**src/pcw_pkg.sv**
```systemverilog
// Operation
// RQ1 - Load default timeout after every power cycle
// RQ2 - Expiry: power off for interval, restore
// RQ3 - Reload by I2C command or toggle
// RQ4 - Any addressed I2C command reloads countdown
// RQ5 - Period replaced by default after cycle
// RQ6 - Host reloads faster than active period
// RQ7 - Period zero disables the watchdog
// RQ8 - Off interval restored to ten after cycle
// RQ9 - Standby until first I2C access
// RQ10 - First power-up: power off, self-check, restore
// RQ11 - LED five per second on error, else one
// RQ12 - Faster blink last ten seconds; lit while off
// RQ13 - Count power cycles, readable, clearable
// RQ14 - Switch to battery when supply fails
// RQ15 - Cut power when battery below 2.8V
// RQ16 - Host shuts down at 3.0V battery
// RQ17 - Charge status code off/charged/charging/fault
// RQ18 - Voltages readable in millivolts
// RQ19 - Processor temperature readable
// RQ20 - Host picks default longer than boot
// RQ21 - Timed power-down via off interval, short period
// RQ22 - I2C slave at seven-bit address 0x30
// RQ23 - One-second tick decrements active countdown
// RQ24 - Synchronised reload input, any change reloads
package pcw_pkg;
  // ==========================================================
  // Timing, thresholds and address
  localparam int CLK_HZ = 200_000_000;
  localparam int TICK_SEC_NS = 1_000_000_000;
  localparam int TICK_CYCLES = int'((64'(TICK_SEC_NS) * CLK_HZ) / 64'd1_000_000_000);
  localparam logic [15:0] DEF_TIMEOUT_S = 16'h0078;
  localparam logic [15:0] DEF_OFF_S = 16'h000A;
  localparam logic [15:0] WARN_S = 16'h000A;
  localparam logic [15:0] BAT_CUT_MV = 16'h0AF0;
  localparam logic [6:0] I2C_ADDR = 7'h30;
  localparam int SLOW_DIV = 2;
  localparam int FAST_DIV = 10;
  localparam int WARN_DIV = 4;
  // ==========================================================
  // Commands and states
  typedef enum logic [3:0] {
    CMD_RELOAD = 4'h0,
    CMD_SET_DEFAULT = 4'h1,
    CMD_SET_PERIOD = 4'h2,
    CMD_CLEAR = 4'h3,
    CMD_SET_OFF = 4'h4,
    CMD_GET_DEFAULT = 4'h5,
    CMD_GET_PERIOD = 4'h6,
    CMD_GET_RESETS = 4'h7,
    CMD_GET_VIN = 4'h8,
    CMD_GET_OFF = 4'h9,
    CMD_GET_VHOST = 4'hA,
    CMD_GET_VBAT = 4'hB,
    CMD_GET_CHARGE = 4'hC,
    CMD_GET_TEMP = 4'hD
  } pcw_cmd_type;
  typedef enum logic [2:0] {
    ST_BOOT_OFF = 3'h0,
    ST_CHECK = 3'h1,
    ST_ERROR = 3'h2,
    ST_STANDBY = 3'h3,
    ST_ACTIVE = 3'h4,
    ST_OFF = 3'h5,
    ST_BAT_CUT = 3'h6
  } pcw_state_type;
endpackage

```
**src/pcw_tick_if.sv**
```systemverilog
`timescale 1ns/1ps
interface pcw_tick_if;
  logic tick;
  logic led_fast;
  logic led_slow;
  logic led_warn;
  modport src (output tick, output led_fast, output led_slow, output led_warn);
  modport dst (input tick, input led_fast, input led_slow, input led_warn);
endinterface

```
**src/pcw_tick_gen.sv**
```systemverilog
`timescale 1ns/1ps
module pcw_tick_gen
  import pcw_pkg::*;
#(
  parameter int TICK_N = TICK_CYCLES
) (
  input wire logic mclk,
  input wire logic rst_n,
  pcw_tick_if.src tk
);
  // ==========================================================
  // Second prescaler and blink phases
  logic [31:0] cnt_ff;
  logic [31:0] nxt_cnt;
  logic wrap;
  assign wrap = (cnt_ff == 32'(TICK_N - 1));
  assign nxt_cnt = wrap ? 32'h0000_0000 : cnt_ff + 32'h0000_0001;
  assign tk.tick = wrap; // RQ23
  assign tk.led_slow = cnt_ff < 32'(TICK_N / SLOW_DIV); // RQ11
  assign tk.led_fast = ((cnt_ff / 32'(TICK_N / FAST_DIV)) & 32'h1) == 32'h0; // RQ11
  assign tk.led_warn = ((cnt_ff / 32'(TICK_N / WARN_DIV)) & 32'h1) == 32'h0; // RQ12
  always_ff @(posedge mclk) begin
    if (!rst_n) cnt_ff <= 32'h0000_0000;
    else cnt_ff <= nxt_cnt;
  end
  chk_tick_single: assert property (@(posedge mclk) disable iff (!rst_n)
    tk.tick |=> !tk.tick) else $error("tick longer than one cycle"); // RQ23
endmodule

```
**src/pcw_reload_sync.sv**
```systemverilog
`timescale 1ns/1ps
module pcw_reload_sync
  import pcw_pkg::*;
(
  input wire logic mclk,
  input wire logic rst_n,
  input wire logic pin,
  output logic toggled
);
  // ==========================================================
  // Three-stage sync, change counts when stages two and three agree
  logic s1_ff;
  logic s2_ff;
  logic s3_ff;
  logic lvl_ff;
  logic [1:0] fill_ff;
  logic agree;
  logic primed;
  // Reference level is taken from stage two while the stages fill,
  // so a pin that idles high after reset gives no false reload
  assign primed = (fill_ff == 2'h3);
  assign agree = (s2_ff == s3_ff);
  assign toggled = primed && agree && (s3_ff != lvl_ff); // RQ24
  always_ff @(posedge mclk) begin
    if (!rst_n) begin
      s1_ff <= 1'b0;
      s2_ff <= 1'b0;
      s3_ff <= 1'b0;
      lvl_ff <= 1'b0;
      fill_ff <= 2'h0;
    end else begin
      s1_ff <= pin;
      s2_ff <= s1_ff;
      s3_ff <= s2_ff;
      if (!primed) fill_ff <= fill_ff + 2'h1;
      if (!primed) lvl_ff <= s2_ff;
      else if (agree) lvl_ff <= s3_ff;
    end
  end
  chk_toggle_once: assert property (@(posedge mclk) disable iff (!rst_n)
    toggled |=> !toggled) else $error("toggle seen twice"); // RQ24
endmodule

```
**src/power_cycle_watchdog.sv**
```systemverilog
`timescale 1ns/1ps
module power_cycle_watchdog
  import pcw_pkg::*;
#(
  parameter int TICK_N = TICK_CYCLES,
  parameter int CHECK_S = 1
) (
  input wire logic mclk,
  input wire logic rst_n,
  input wire logic reload_toggle_input,
  input wire logic cmd_valid,
  input wire logic [6:0] cmd_addr,
  input wire logic [3:0] cmd_code,
  input wire logic [15:0] cmd_data,
  input wire logic supply_ok,
  input wire logic selfcheck_ok,
  input wire logic [15:0] vin_mv,
  input wire logic [15:0] vhost_mv,
  input wire logic [15:0] vbat_mv,
  input wire logic [1:0] charge_code,
  input wire logic [15:0] temp_c,
  input wire logic [31:0] nv_count_in,
  input wire logic nv_ready,
  output logic host_power_en,
  output logic battery_sel,
  output logic led,
  output logic rsp_valid,
  output logic [31:0] rsp_data,
  output logic nv_write,
  output logic [31:0] nv_count_out,
  output logic wd_active
);
  // ==========================================================
  // Sub-blocks
  pcw_tick_if tk();
  logic tog;
  pcw_tick_gen #(.TICK_N(TICK_N)) u_tick (.mclk(mclk), .rst_n(rst_n), .tk(tk));
  pcw_reload_sync u_sync (.mclk(mclk), .rst_n(rst_n), .pin(reload_toggle_input),
    .toggled(tog));
  // ==========================================================
  // State
  pcw_state_type st_ff;
  pcw_state_type nxt_st;
  logic [15:0] def_ff;
  logic [15:0] per_ff;
  logic [15:0] off_ff;
  logic [15:0] cnt_ff;
  logic [15:0] nxt_cnt;
  logic [31:0] resets_ff;
  logic loaded_ff;
  logic pwr_ff;
  logic bat_ff;
  logic led_ff;
  logic rv_ff;
  logic [31:0] rd_ff;
  logic nvw_ff;
  logic wa_ff;
  // ==========================================================
  // Decode
  logic hit;
  logic reload;
  logic expire;
  logic off_done;
  logic chk_done;
  logic low_bat;
  logic wr_per;
  logic wr_def;
  logic wr_off;
  logic wr_clr;
  logic cycle_end;
  logic warn;
  logic [31:0] rd_sel;
  assign hit = cmd_valid && (cmd_addr == I2C_ADDR); // RQ22
  assign wr_per = hit && (cmd_code == CMD_SET_PERIOD);
  assign wr_def = hit && (cmd_code == CMD_SET_DEFAULT);
  assign wr_off = hit && (cmd_code == CMD_SET_OFF);
  assign wr_clr = hit && (cmd_code == CMD_CLEAR);
  assign reload = hit || tog; // RQ3 RQ4
  assign low_bat = bat_ff && (vbat_mv < BAT_CUT_MV); // RQ15
  assign expire = (st_ff == ST_ACTIVE) && tk.tick && (per_ff != 16'h0000) && !reload
    && (cnt_ff == 16'h0001); // RQ2 RQ7
  assign off_done = (st_ff == ST_OFF) && tk.tick && (cnt_ff <= 16'h0001);
  assign chk_done = (st_ff == ST_CHECK) && tk.tick && (cnt_ff <= 16'h0001);
  assign cycle_end = off_done; // RQ5 RQ8
  assign warn = (st_ff == ST_ACTIVE) && (per_ff != 16'h0000) && (cnt_ff <= WARN_S);
  always_comb begin
    rd_sel = 32'h0000_0000;
    unique case (cmd_code)
      CMD_GET_DEFAULT: rd_sel = {16'h0000, def_ff};
      CMD_GET_PERIOD: rd_sel = {16'h0000, per_ff};
      CMD_GET_RESETS: rd_sel = resets_ff; // RQ13
      CMD_GET_VIN: rd_sel = {16'h0000, vin_mv}; // RQ18
      CMD_GET_OFF: rd_sel = {16'h0000, off_ff};
      CMD_GET_VHOST: rd_sel = {16'h0000, vhost_mv}; // RQ18
      CMD_GET_VBAT: rd_sel = {16'h0000, vbat_mv}; // RQ18
      CMD_GET_CHARGE: rd_sel = {30'h0000_0000, charge_code}; // RQ17
      CMD_GET_TEMP: rd_sel = {16'h0000, temp_c}; // RQ19
      default: rd_sel = 32'h0000_0000;
    endcase
  end
  // ==========================================================
  // Sequencing
  always_comb begin
    nxt_st = st_ff;
    nxt_cnt = cnt_ff;
    unique case (st_ff)
      ST_BOOT_OFF: begin
        nxt_st = ST_CHECK; // RQ10
        nxt_cnt = 16'(CHECK_S);
      end
      ST_CHECK: begin
        if (tk.tick && cnt_ff > 16'h0000) nxt_cnt = cnt_ff - 16'h0001;
        if (chk_done) nxt_st = selfcheck_ok ? ST_STANDBY : ST_ERROR; // RQ10
      end
      ST_ERROR: nxt_st = ST_ERROR;
      ST_STANDBY: begin
        if (hit) begin
          nxt_st = ST_ACTIVE; // RQ9
          nxt_cnt = wr_per ? cmd_data : per_ff;
        end
      end
      ST_ACTIVE: begin
        if (wr_per) nxt_cnt = cmd_data;
        else if (reload) nxt_cnt = per_ff; // RQ3 RQ4
        else if (expire) begin
          nxt_st = ST_OFF; // RQ2
          nxt_cnt = off_ff;
        end else if (tk.tick && per_ff != 16'h0000) nxt_cnt = cnt_ff - 16'h0001; // RQ23
      end
      ST_OFF: begin
        if (tk.tick && cnt_ff > 16'h0000) nxt_cnt = cnt_ff - 16'h0001;
        if (off_done) begin
          nxt_st = ST_ACTIVE; // RQ2
          nxt_cnt = def_ff; // RQ1
        end
      end
      ST_BAT_CUT: if (!bat_ff) nxt_st = ST_ACTIVE;
      default: nxt_st = ST_BOOT_OFF;
    endcase
    if (low_bat && st_ff != ST_BAT_CUT) nxt_st = ST_BAT_CUT; // RQ15
  end
  always_ff @(posedge mclk) begin
    if (!rst_n) begin
      st_ff <= ST_BOOT_OFF;
      cnt_ff <= 16'h0000;
    end else begin
      st_ff <= nxt_st;
      cnt_ff <= nxt_cnt;
    end
  end
  // ==========================================================
  // Settings; off interval and period reload after each cycle
  always_ff @(posedge mclk) begin
    if (!rst_n) begin
      def_ff <= DEF_TIMEOUT_S;
      per_ff <= DEF_TIMEOUT_S; // RQ1
      off_ff <= DEF_OFF_S;
    end else begin
      if (wr_def) def_ff <= cmd_data;
      if (cycle_end) per_ff <= def_ff; // RQ5
      else if (wr_per) per_ff <= cmd_data; // RQ7
      if (cycle_end) off_ff <= DEF_OFF_S; // RQ8
      else if (wr_off) off_ff <= cmd_data;
    end
  end
  // ==========================================================
  // Cycle counter: nonvolatile copy captured once storage is ready
  always_ff @(posedge mclk) begin
    if (!rst_n) begin
      resets_ff <= 32'h0000_0000;
      loaded_ff <= 1'b0;
      nvw_ff <= 1'b0;
    end else begin
      nvw_ff <= 1'b0;
      if (!loaded_ff && nv_ready) begin
        resets_ff <= nv_count_in;
        loaded_ff <= 1'b1;
      end else if (expire) begin
        resets_ff <= resets_ff + 32'h0000_0001; // RQ13
        nvw_ff <= 1'b1;
      end else if (wr_clr) begin
        resets_ff <= 32'h0000_0000; // RQ13
        nvw_ff <= 1'b1;
      end
    end
  end
  // ==========================================================
  // Outputs; battery select follows supply loss directly
  always_ff @(posedge mclk) begin
    if (!rst_n) begin
      pwr_ff <= 1'b0;
      bat_ff <= 1'b0;
      led_ff <= 1'b0;
      rv_ff <= 1'b0;
      rd_ff <= 32'h0000_0000;
      wa_ff <= 1'b0;
    end else begin
      bat_ff <= !supply_ok; // RQ14
      wa_ff <= (nxt_st == ST_ACTIVE); // RQ9
      pwr_ff <= (nxt_st == ST_STANDBY) || (nxt_st == ST_ACTIVE) || (nxt_st == ST_ERROR);
      rv_ff <= hit;
      if (hit) rd_ff <= rd_sel;
      if (st_ff == ST_ERROR) led_ff <= tk.led_fast; // RQ11
      else if (st_ff == ST_OFF) led_ff <= 1'b1; // RQ12
      else if (warn) led_ff <= tk.led_warn; // RQ12
      else if (st_ff == ST_STANDBY || st_ff == ST_ACTIVE) led_ff <= tk.led_slow; // RQ11
      else led_ff <= 1'b0;
    end
  end
  assign host_power_en = pwr_ff;
  assign battery_sel = bat_ff;
  assign led = led_ff;
  assign rsp_valid = rv_ff;
  assign rsp_data = rd_ff;
  assign nv_write = nvw_ff;
  assign nv_count_out = resets_ff;
  assign wd_active = wa_ff;
  // ==========================================================
  // Checks
  chk_expire_off: assert property (@(posedge mclk) disable iff (!rst_n)
    expire |=> (st_ff == ST_OFF) ##1 !host_power_en) else $error("no power off"); // RQ2
  chk_zero_hold: assert property (@(posedge mclk) disable iff (!rst_n)
    (per_ff == 16'h0000) |-> !expire) else $error("expiry while disabled"); // RQ7
  chk_off_restore: assert property (@(posedge mclk) disable iff (!rst_n)
    cycle_end |=> (off_ff == DEF_OFF_S) && (per_ff == $past(def_ff))) else $error("no restore"); // RQ8
  chk_reload_cnt: assert property (@(posedge mclk) disable iff (!rst_n)
    (st_ff == ST_ACTIVE && reload && !wr_per) |=> cnt_ff == $past(per_ff)) else $error("reload"); // RQ4
  chk_standby_wait: assert property (@(posedge mclk) disable iff (!rst_n)
    (st_ff == ST_STANDBY && !hit && !low_bat) |=> st_ff == ST_STANDBY) else $error("left standby"); // RQ9
  chk_off_led: assert property (@(posedge mclk) disable iff (!rst_n)
    (st_ff == ST_OFF) ##1 (st_ff == ST_OFF) |-> led) else $error("led not lit"); // RQ12
  chk_count_inc: assert property (@(posedge mclk) disable iff (!rst_n)
    (expire && loaded_ff) |=> nv_write && resets_ff == $past(resets_ff) + 32'h1) else $error("count"); // RQ13
  chk_bat_cut: assert property (@(posedge mclk) disable iff (!rst_n)
    low_bat |=> ##1 !host_power_en) else $error("battery cut missing"); // RQ15
  chk_tick_dec: assert property (@(posedge mclk) disable iff (!rst_n)
    (st_ff == ST_ACTIVE && tk.tick && !reload && !expire && per_ff != 16'h0000 && !low_bat)
    |=> cnt_ff == $past(cnt_ff) - 16'h1) else $error("no decrement"); // RQ23
  cov_expire: cover property (@(posedge mclk) expire);
  cov_cycle_end: cover property (@(posedge mclk) cycle_end);
  cov_toggle: cover property (@(posedge mclk) tog && st_ff == ST_ACTIVE);
  cov_error: cover property (@(posedge mclk) st_ff == ST_ERROR);
endmodule

```
**config.mk**
```make
export PLATFORM = sky130hd
export DESIGN_NAME = power_cycle_watchdog
export DESIGN_NICKNAME = d
export VERILOG_FILES = /design/src/pcw_pkg.sv /design/src/pcw_tick_if.sv /design/src/pcw_tick_gen.sv /design/src/pcw_reload_sync.sv /design/src/power_cycle_watchdog.sv
export SDC_FILE = /design/constraint.sdc
export NUM_CORES = 1
export LEC_CHECK = 0
export BUFFER_PORTS_ARGS = -buffer_cell sky130_fd_sc_hd__clkbuf_2
export CORE_MARGIN = 2
export CORE_UTILIZATION = 55
export CTS_BUF_LIST = sky130_fd_sc_hd__clkbuf_8
export DETAILED_ROUTE_END_ITERATION = 12
export HOLD_SLACK_MARGIN = 0.02
export PLACE_DENSITY = 0.76
export SETUP_SLACK_MARGIN = 0.05
export SYNTH_ARGS = -nofsm -noshare
export SYNTH_HDL_FRONTEND = slang
export SYNTH_SLANG_ARGS = --single-unit
```
**constraint.sdc**
```tcl
create_clock -name mclk -period 9.8 [get_ports mclk]
set_input_delay 1.47 -clock mclk [delete_from_list [all_inputs] [get_ports mclk]]
set_output_delay 1.47 -clock mclk [all_outputs]
set_load 0.02 [all_outputs]
```
Word-level counts from Yosys, hierarchy flattened --
Cells that the tools add are included.
Operators by class: $add $sub $neg 4, div/mod/pow operators 2, order comparisons 5, equality and inequality tests 32, muxes and demuxes 32, bitwise logic cells 1, reduce and logical (&&, ||, !) cells 39
Operators by type and width (count):
- case mux 32 bit (9 select lines) | 1
- 2-to-1 mux 16 bit | 9
- 2-to-1 mux 32 bit | 3
- case mux 16 bit (5 select lines) | 1
- adder 32 x 1 -> 32 bit, second input constant | 2
- logical NOT 32 bit | 2
- divider 32 x 25 -> 32 bit, second input constant | 1
- divider 32 x 26 -> 32 bit, second input constant | 1
- == test 32 x 28 -> 1 bit, second input constant | 1
- < comparator 32 x 27 -> 1 bit, second input constant | 1
- == test 4 bit, second input constant | 6
- 2-to-1 mux 3 bit | 8
- logical AND 1 bit | 22
- case mux 3 bit (7 select lines) | 1
- == test 16 x 1 -> 1 bit, second input constant | 1
- == test 4 x 3 -> 1 bit, second input constant | 4
- greater-than comparator 16 x 1 -> 1 bit, second input constant | 1
- less-or-equal comparator 16 x 1 -> 1 bit, second input constant | 1
- less-or-equal comparator 16 x 4 -> 1 bit, second input constant | 1
- < comparator 16 x 12 -> 1 bit, second input constant | 1
- nonzero test 16 bit | 1
- subtractor 16 x 1 -> 16 bit, second input constant | 1
- == test 3 x 2 -> 1 bit, second input constant | 4
- == test 3 bit, second input constant | 4
- 21 further kinds | 37
Storage, ports and cells: bits in registers 176, bits of input ports 132, output and inout bits 70, word-level logic and storage cells 135

Logic depth before layout (Yosys ltp) --
depth in word-level cells 15, depth in mapped cells 40, mapped depth without buffers 30

By module --
Synthesis repeated with hierarchy kept, for this count alone.
Second synthesis, totals: cells, all modules 2737, area total of the unflattened synthesis 19651.3 µm²
Modules (own cells, without submodules):
- pcw_tick_gen | instances 1, cells an instance 1706, area an instance 11149.4 µm², sequential area each 640.6 µm²
- power_cycle_watchdog | instances 1, cells an instance 1008, area an instance 8269.2 µm², sequential area each 2762.6 µm²
- pcw_reload_sync | instances 1, cells an instance 23, area an instance 232.7 µm², sequential area each 120.1 µm²

Least setup slack after synthesis --
No wires, ideal clock.
path type reg-to-reg, start register u_tick.cnt_ff[28], end register led_ff, in the netlist led, library setup time 0.133 ns, arrival 8.142 ns, required time 9.667 ns, slack 1.525 ns, cell stages (with the launch flop) 36, buffers on the path 6, clock period less this slack 8.275 ns, path through dfxtp_1 -> buf_6 -> a211o_1 -> and2_1 -> buf_6 -> a2111o_1 -> o31ai_2 -> o22a_1 -> o21ai_1 -> buf_6 -> or4_4 -> a21oi_2 -> nor3_1 -> o311a_1 -> or4_4 -> and4_4 -> buf_6 -> a222oi_1 -> xor2_1 -> a21oi_1 -> and4b_4 -> o211ai_2 -> and3_1 -> buf_2 -> or3_1 -> xor2_1 -> and2_4 -> a31o_1 -> buf_2 -> mux2_4 -> o311a_1 -> nor4_2 -> mux2i_1 -> a311o_1 -> mux2i_1 -> a221oi_1
On the way: cells in the longest elaborated chain, start to end 5, elaborated cells between the ends (all ways) 9, classes of those cells div (2); order compare (1); mux (4); reduce/logical (2)
Ends and longest elaborated chain:
- start: declaration | line pcw_tick_gen.sv:13 | logic [31:0] cnt_ff;
- start signal: assignment | line pcw_tick_gen.sv:24 | else cnt_ff <= nxt_cnt;
- divider 32 x 26 -> 32 bit or < comparator 32 x 27 -> 1 bit (tied branches) | line pcw_tick_gen.sv:21, pcw_tick_gen.sv:19
- logical NOT 32 bit or 2-to-1 mux 1 bit (tied branches) | line pcw_tick_gen.sv:21, power_cycle_watchdog.sv:206
- 2-to-1 mux 1 bit | line power_cycle_watchdog.sv:205 | else if (warn) led_ff <= tk.led_warn;
- 2-to-1 mux 1 bit | line power_cycle_watchdog.sv:204 | else if (st_ff == ST_OFF) led_ff <= 1'b1;
- 2-to-1 mux 1 bit (*) | line power_cycle_watchdog.sv:203 | if (st_ff == ST_ERROR) led_ff <= tk.led_fast;
- end signal: assignment | line power_cycle_watchdog.sv:203
- end signal: assignment | line power_cycle_watchdog.sv:205
- end signal: assignment | line power_cycle_watchdog.sv:206 | else if (st_ff == ST_STANDBY || st_ff == ST_ACTIVE) led_ff <= tk.led_slow;
- end: declaration | line power_cycle_watchdog.sv:53 | logic led_ff;
Mark *: on every way between the ends. The rest lies on a longest branch, timed or not. A chain may end at the register's enable or synchronous reset.

Final worst setup path --
start register u_tick.cnt_ff[20], end register led_ff, in the netlist led
The elaborated chain is that of the path after synthesis.

==> impl_metrics.ini <==
[sta]
maxSlewHeadroom_pct = 19.27
min_period_ns = 9.308
timing.final.ws_setup_ns = 0.4918
worst_slew_pin_slew_ns = 1.207
finalCritPeriodShare_pct = 94.98
setup_viol = 0
fin_hold_ws_ns = 0.4540
finalHoldViolations = 0
grt_setup_unrepaired = false
finalMaxSlewViolations = 0
skew_ns = 0.02475
fin_setup_tns_ns = 0
max_freq_mhz = 107.4

[detailed_routing]
ant_nets = 0
first_iter_violations = 2381
drtPass1Iterations = 6
drt_wl_total_microns = 68370
routedWlPerCell_microns = 21.23
routed-via-count = 21590
vias_per_cell = 6.706
drc = 0

[final_layout]
final_common_cell = nand2_1
design_area_sq_um = 20580
final_cell_mix = nand2_1 (296), nor2_1 (287), clkbuf_2 (201), dfxtp_1 (173), a21oi_1 (163)
nets = 2901
post-route-util_pct = 63.24
multi_input_area_sq_um = 13980
syn2layout_area_growth_pct = 13.43
drive_above_1_share_pct = 17.59
regArea_sq_um = 3527
n_fill_cell = 3084

[die]
pin_count = 202
num_rows = 66
core_sq_um = 32540
start_util_pct = 55.76
die_h_microns = 185.6
die_w_microns = 185.6
die_area_sq_um = 34450

[placed_design]
postPlaceCellArea_sq_um = 19750
portBuffers = 201
gp_congestion = 0.9994
place_hpwl_microns = 52320
place_ws_ns = -0.1555

[yosys]
syn_nets = 2728
yosysTopAreaCell = dfxtp_1
yosys_warnings = 0
synth_top_family_by_area = compound AO/OA/AOI/OAI gates
synthesis.instances = 2588
synthXorXnorAreaFrac_pct = 9.552
ys.flop_type = dfxtp_1
synth.distinct_cells = 117
synth_compound_area_share_pct = 33.07
synth-edff-count = 0
syn_avg_cell_area_sq_um = 7.010
ys_top_cells_by_area = dfxtp_1 (19%), xnor2_1 (7.1%), nand2_1 (6.1%)
yosysTopAreaCellShare_pct = 19.42
netlist_area_sq_um = 18140
synthSimpleGateAreaFrac_pct = 29.74
ys_async_sr_fraction_pct = 0
synth_seq_area_share_pct = 19.42
synthAdderAreaFrac_pct = 0.5518
synth_mux_area_share_pct = 2.793
ys_ff_latch = 176

[worst_setup_path]
r2r-end = led$_SDFF_PN0_
worst_path_max_delay_cell = dfxtp_1
worstPathMaxFanout = 10
crit_required_ns = 10.19
worstReg2RegStart = u_tick.cnt_ff[20]$_SDFF_PP0_
cp_slowest_stage_delay_ns = 0.55
cp.arrival_ns = 9.70
ff2ff_setup_slack_ns = 0.49
reg2reg_depth = 33
cp-start-kind = flop
end_kind = flop
crit_top_cell = buf_4
path_class = flop to flop

[job]
maxCapViolCount = 0

[global_routing]
grt_pass1_wl_microns = 105800
grt_pass1_vias = 19740
grt_use_total_pct = 38.31
antenna_found_initial = 4
grt_max_degree = 97
grt.overflow.total = 0

[clock_network]
insertion_delay_ns = 0.49
cts_root_buf = clkbuf_8
cts-htree-levels = 4
numCtsBuffers = 17
clk_pin_slew_ns = 0.11
cts_sinks = 176
cts_buffer_depth = 2
cts_hold_buffers = 0
cts_tree = yes

[worst_hold_path]
hold_depth = 1
hold_start = u_sync.s1_ff$_SDFF_PN0_
min_to = u_sync.s2_ff$_SDFF_PN0_
hold_class = flop to flop

[power_and_ir_drop]
power.switching_uw = 469.0
powerDensity_nw_per_um2 = 73.43
p_clk_share_pct = 37.5
pwr-share-comb_pct = 12.6
switching_share_pct = 31.04
intPower_uw = 1042
p_seq_share_pct = 49.9
peakVddDrop_mv = 0.09256
p_leak_uw = 0.007674

[run_status]
status = finished, final reports clean
==> layout make-up <==
class,instances,share of cell area [%]
inverters,37,0.6810
well taps,442,2.688
multi-input cells,2206,67.95
flip-flops and latches,176,17.14
clock inverters,15,0.9546
clock buffers,17,1.137
repair buffers,323,9.401
diodes,4,0.04864
==> worst max path at each step <==
stage | from | to | slack [ns] | depth (start not counted)
2_1_floorplan | u_tick.cnt_ff[28]$_SDFF_PP0_ | led$_SDFF_PN0_ | 1.53 | 35
3_3_place_gp | u_tick.cnt_ff[20]$_SDFF_PP0_ | led$_SDFF_PN0_ | -0.10 | 32
3_5_place_dp | u_tick.cnt_ff[21]$_SDFF_PP0_ | led$_SDFF_PN0_ | -0.16 | 31
4_1_cts | u_tick.cnt_ff[26]$_SDFF_PP0_ | led$_SDFF_PN0_ | 0.13 | 30
5_1_grt | u_tick.cnt_ff[20]$_SDFF_PP0_ | led$_SDFF_PN0_ | 0.03 | 34
6_report | u_tick.cnt_ff[20]$_SDFF_PP0_ | led$_SDFF_PN0_ | 0.49 | 33
==> per-layer routing <==
layer | part of all wire, % | wire (microns) | track usage [%] | up-vias
li1 | - | - | - | 10040
met1 | 39 | 26740 | 46.56 | 10070
met2 | 47 | 32040 | 64.84 | 1253
met3 | 8.4 | 5744 | 6.241 | 233
met4 | 5.6 | 3840 | 20.50 | 0
met5 | 0 | 0 | 0 | -
==> repair_timing <==
item / in CTS / in global routing
gates resized for setup: 7 / 40
setup endpoints to repair: 1 / 1
gates cloned: 0 / 0
buffers inserted: 0 / 20
pin swaps: 1 / 14
==> through the flow <==
step / cells / power, uW
finish: 3220 / 1511
CTS: 3196 / 1509
detailed placement: 3164 / 954.6
global placement: 3164 / 950.8
global route: 3220 / 1560
floorplan: 2588 / 870.1
==> worst max-delay path, delay by kind of cell, from the launching register on <==
| family | cells | cell delay, ns |
|---|---|---|
| xor+xnor | 4 | 0.93 |
| compound gates | 22 | 5.97 |
| simple gates | 4 | 1.09 |
| buf+inv | 3 | 0.67 |
| flops | 1 | 0.55 |
==> synth_stat cells, drive strengths merged (43+ instances only) <==
cell type  number
nand2         298
nor2          294
o21ai         182
dfxtp         176
a21oi         170
xnor2         148
clkbuf        119
a22oi         103
nand3         102
nor3           90
buf            50
xor2           49
nand4          46
a211oi         43
==> power by group through the flow <==
stage / Combinational, uW / Sequential (uW) / Clock [uW]
after floorplan: 100 / 770 / 0
after global placement: 182 / 769 / 0
after detailed placement: 185 / 770 / 0
after CTS: 187 / 753 / 570
after global routing: 206 / 756 / 598
final: 190 / 754 / 567
==> registers in the layout, summed over array words and instances, names as in the netlist <==
| signal | count |
|---|---|
| off_ff | 16 |
| loaded_ff | 1 |
| st_ff | 3 |
| u_tick.cnt_ff | 32 |
| u_sync.s2_ff | 1 |
| rsp_valid | 1 |
| wd_active | 1 |
| per_ff | 16 |
| rsp_data | 32 |
| def_ff | 16 |
| nv_count_out | 32 |
| u_sync.fill_ff | 2 |
| host_power_en | 1 |
| u_sync.lvl_ff | 1 |
| battery_sel | 1 |
| cnt_ff | 16 |
| u_sync.s3_ff | 1 |
| u_sync.s1_ff | 1 |
| nv_write | 1 |
| led | 1 |
==> cell families after synthesis <==
kind of cell	count (synthesis)
and+or+nand+nor	1099
DFF	176
muxes	49
xor gates and xnor gates	197
buffers and inverters	206
adders and majority gates	8
AOI/OAI and AO/OA	853
No activity file was read; power rests on OpenSTA's default activity.
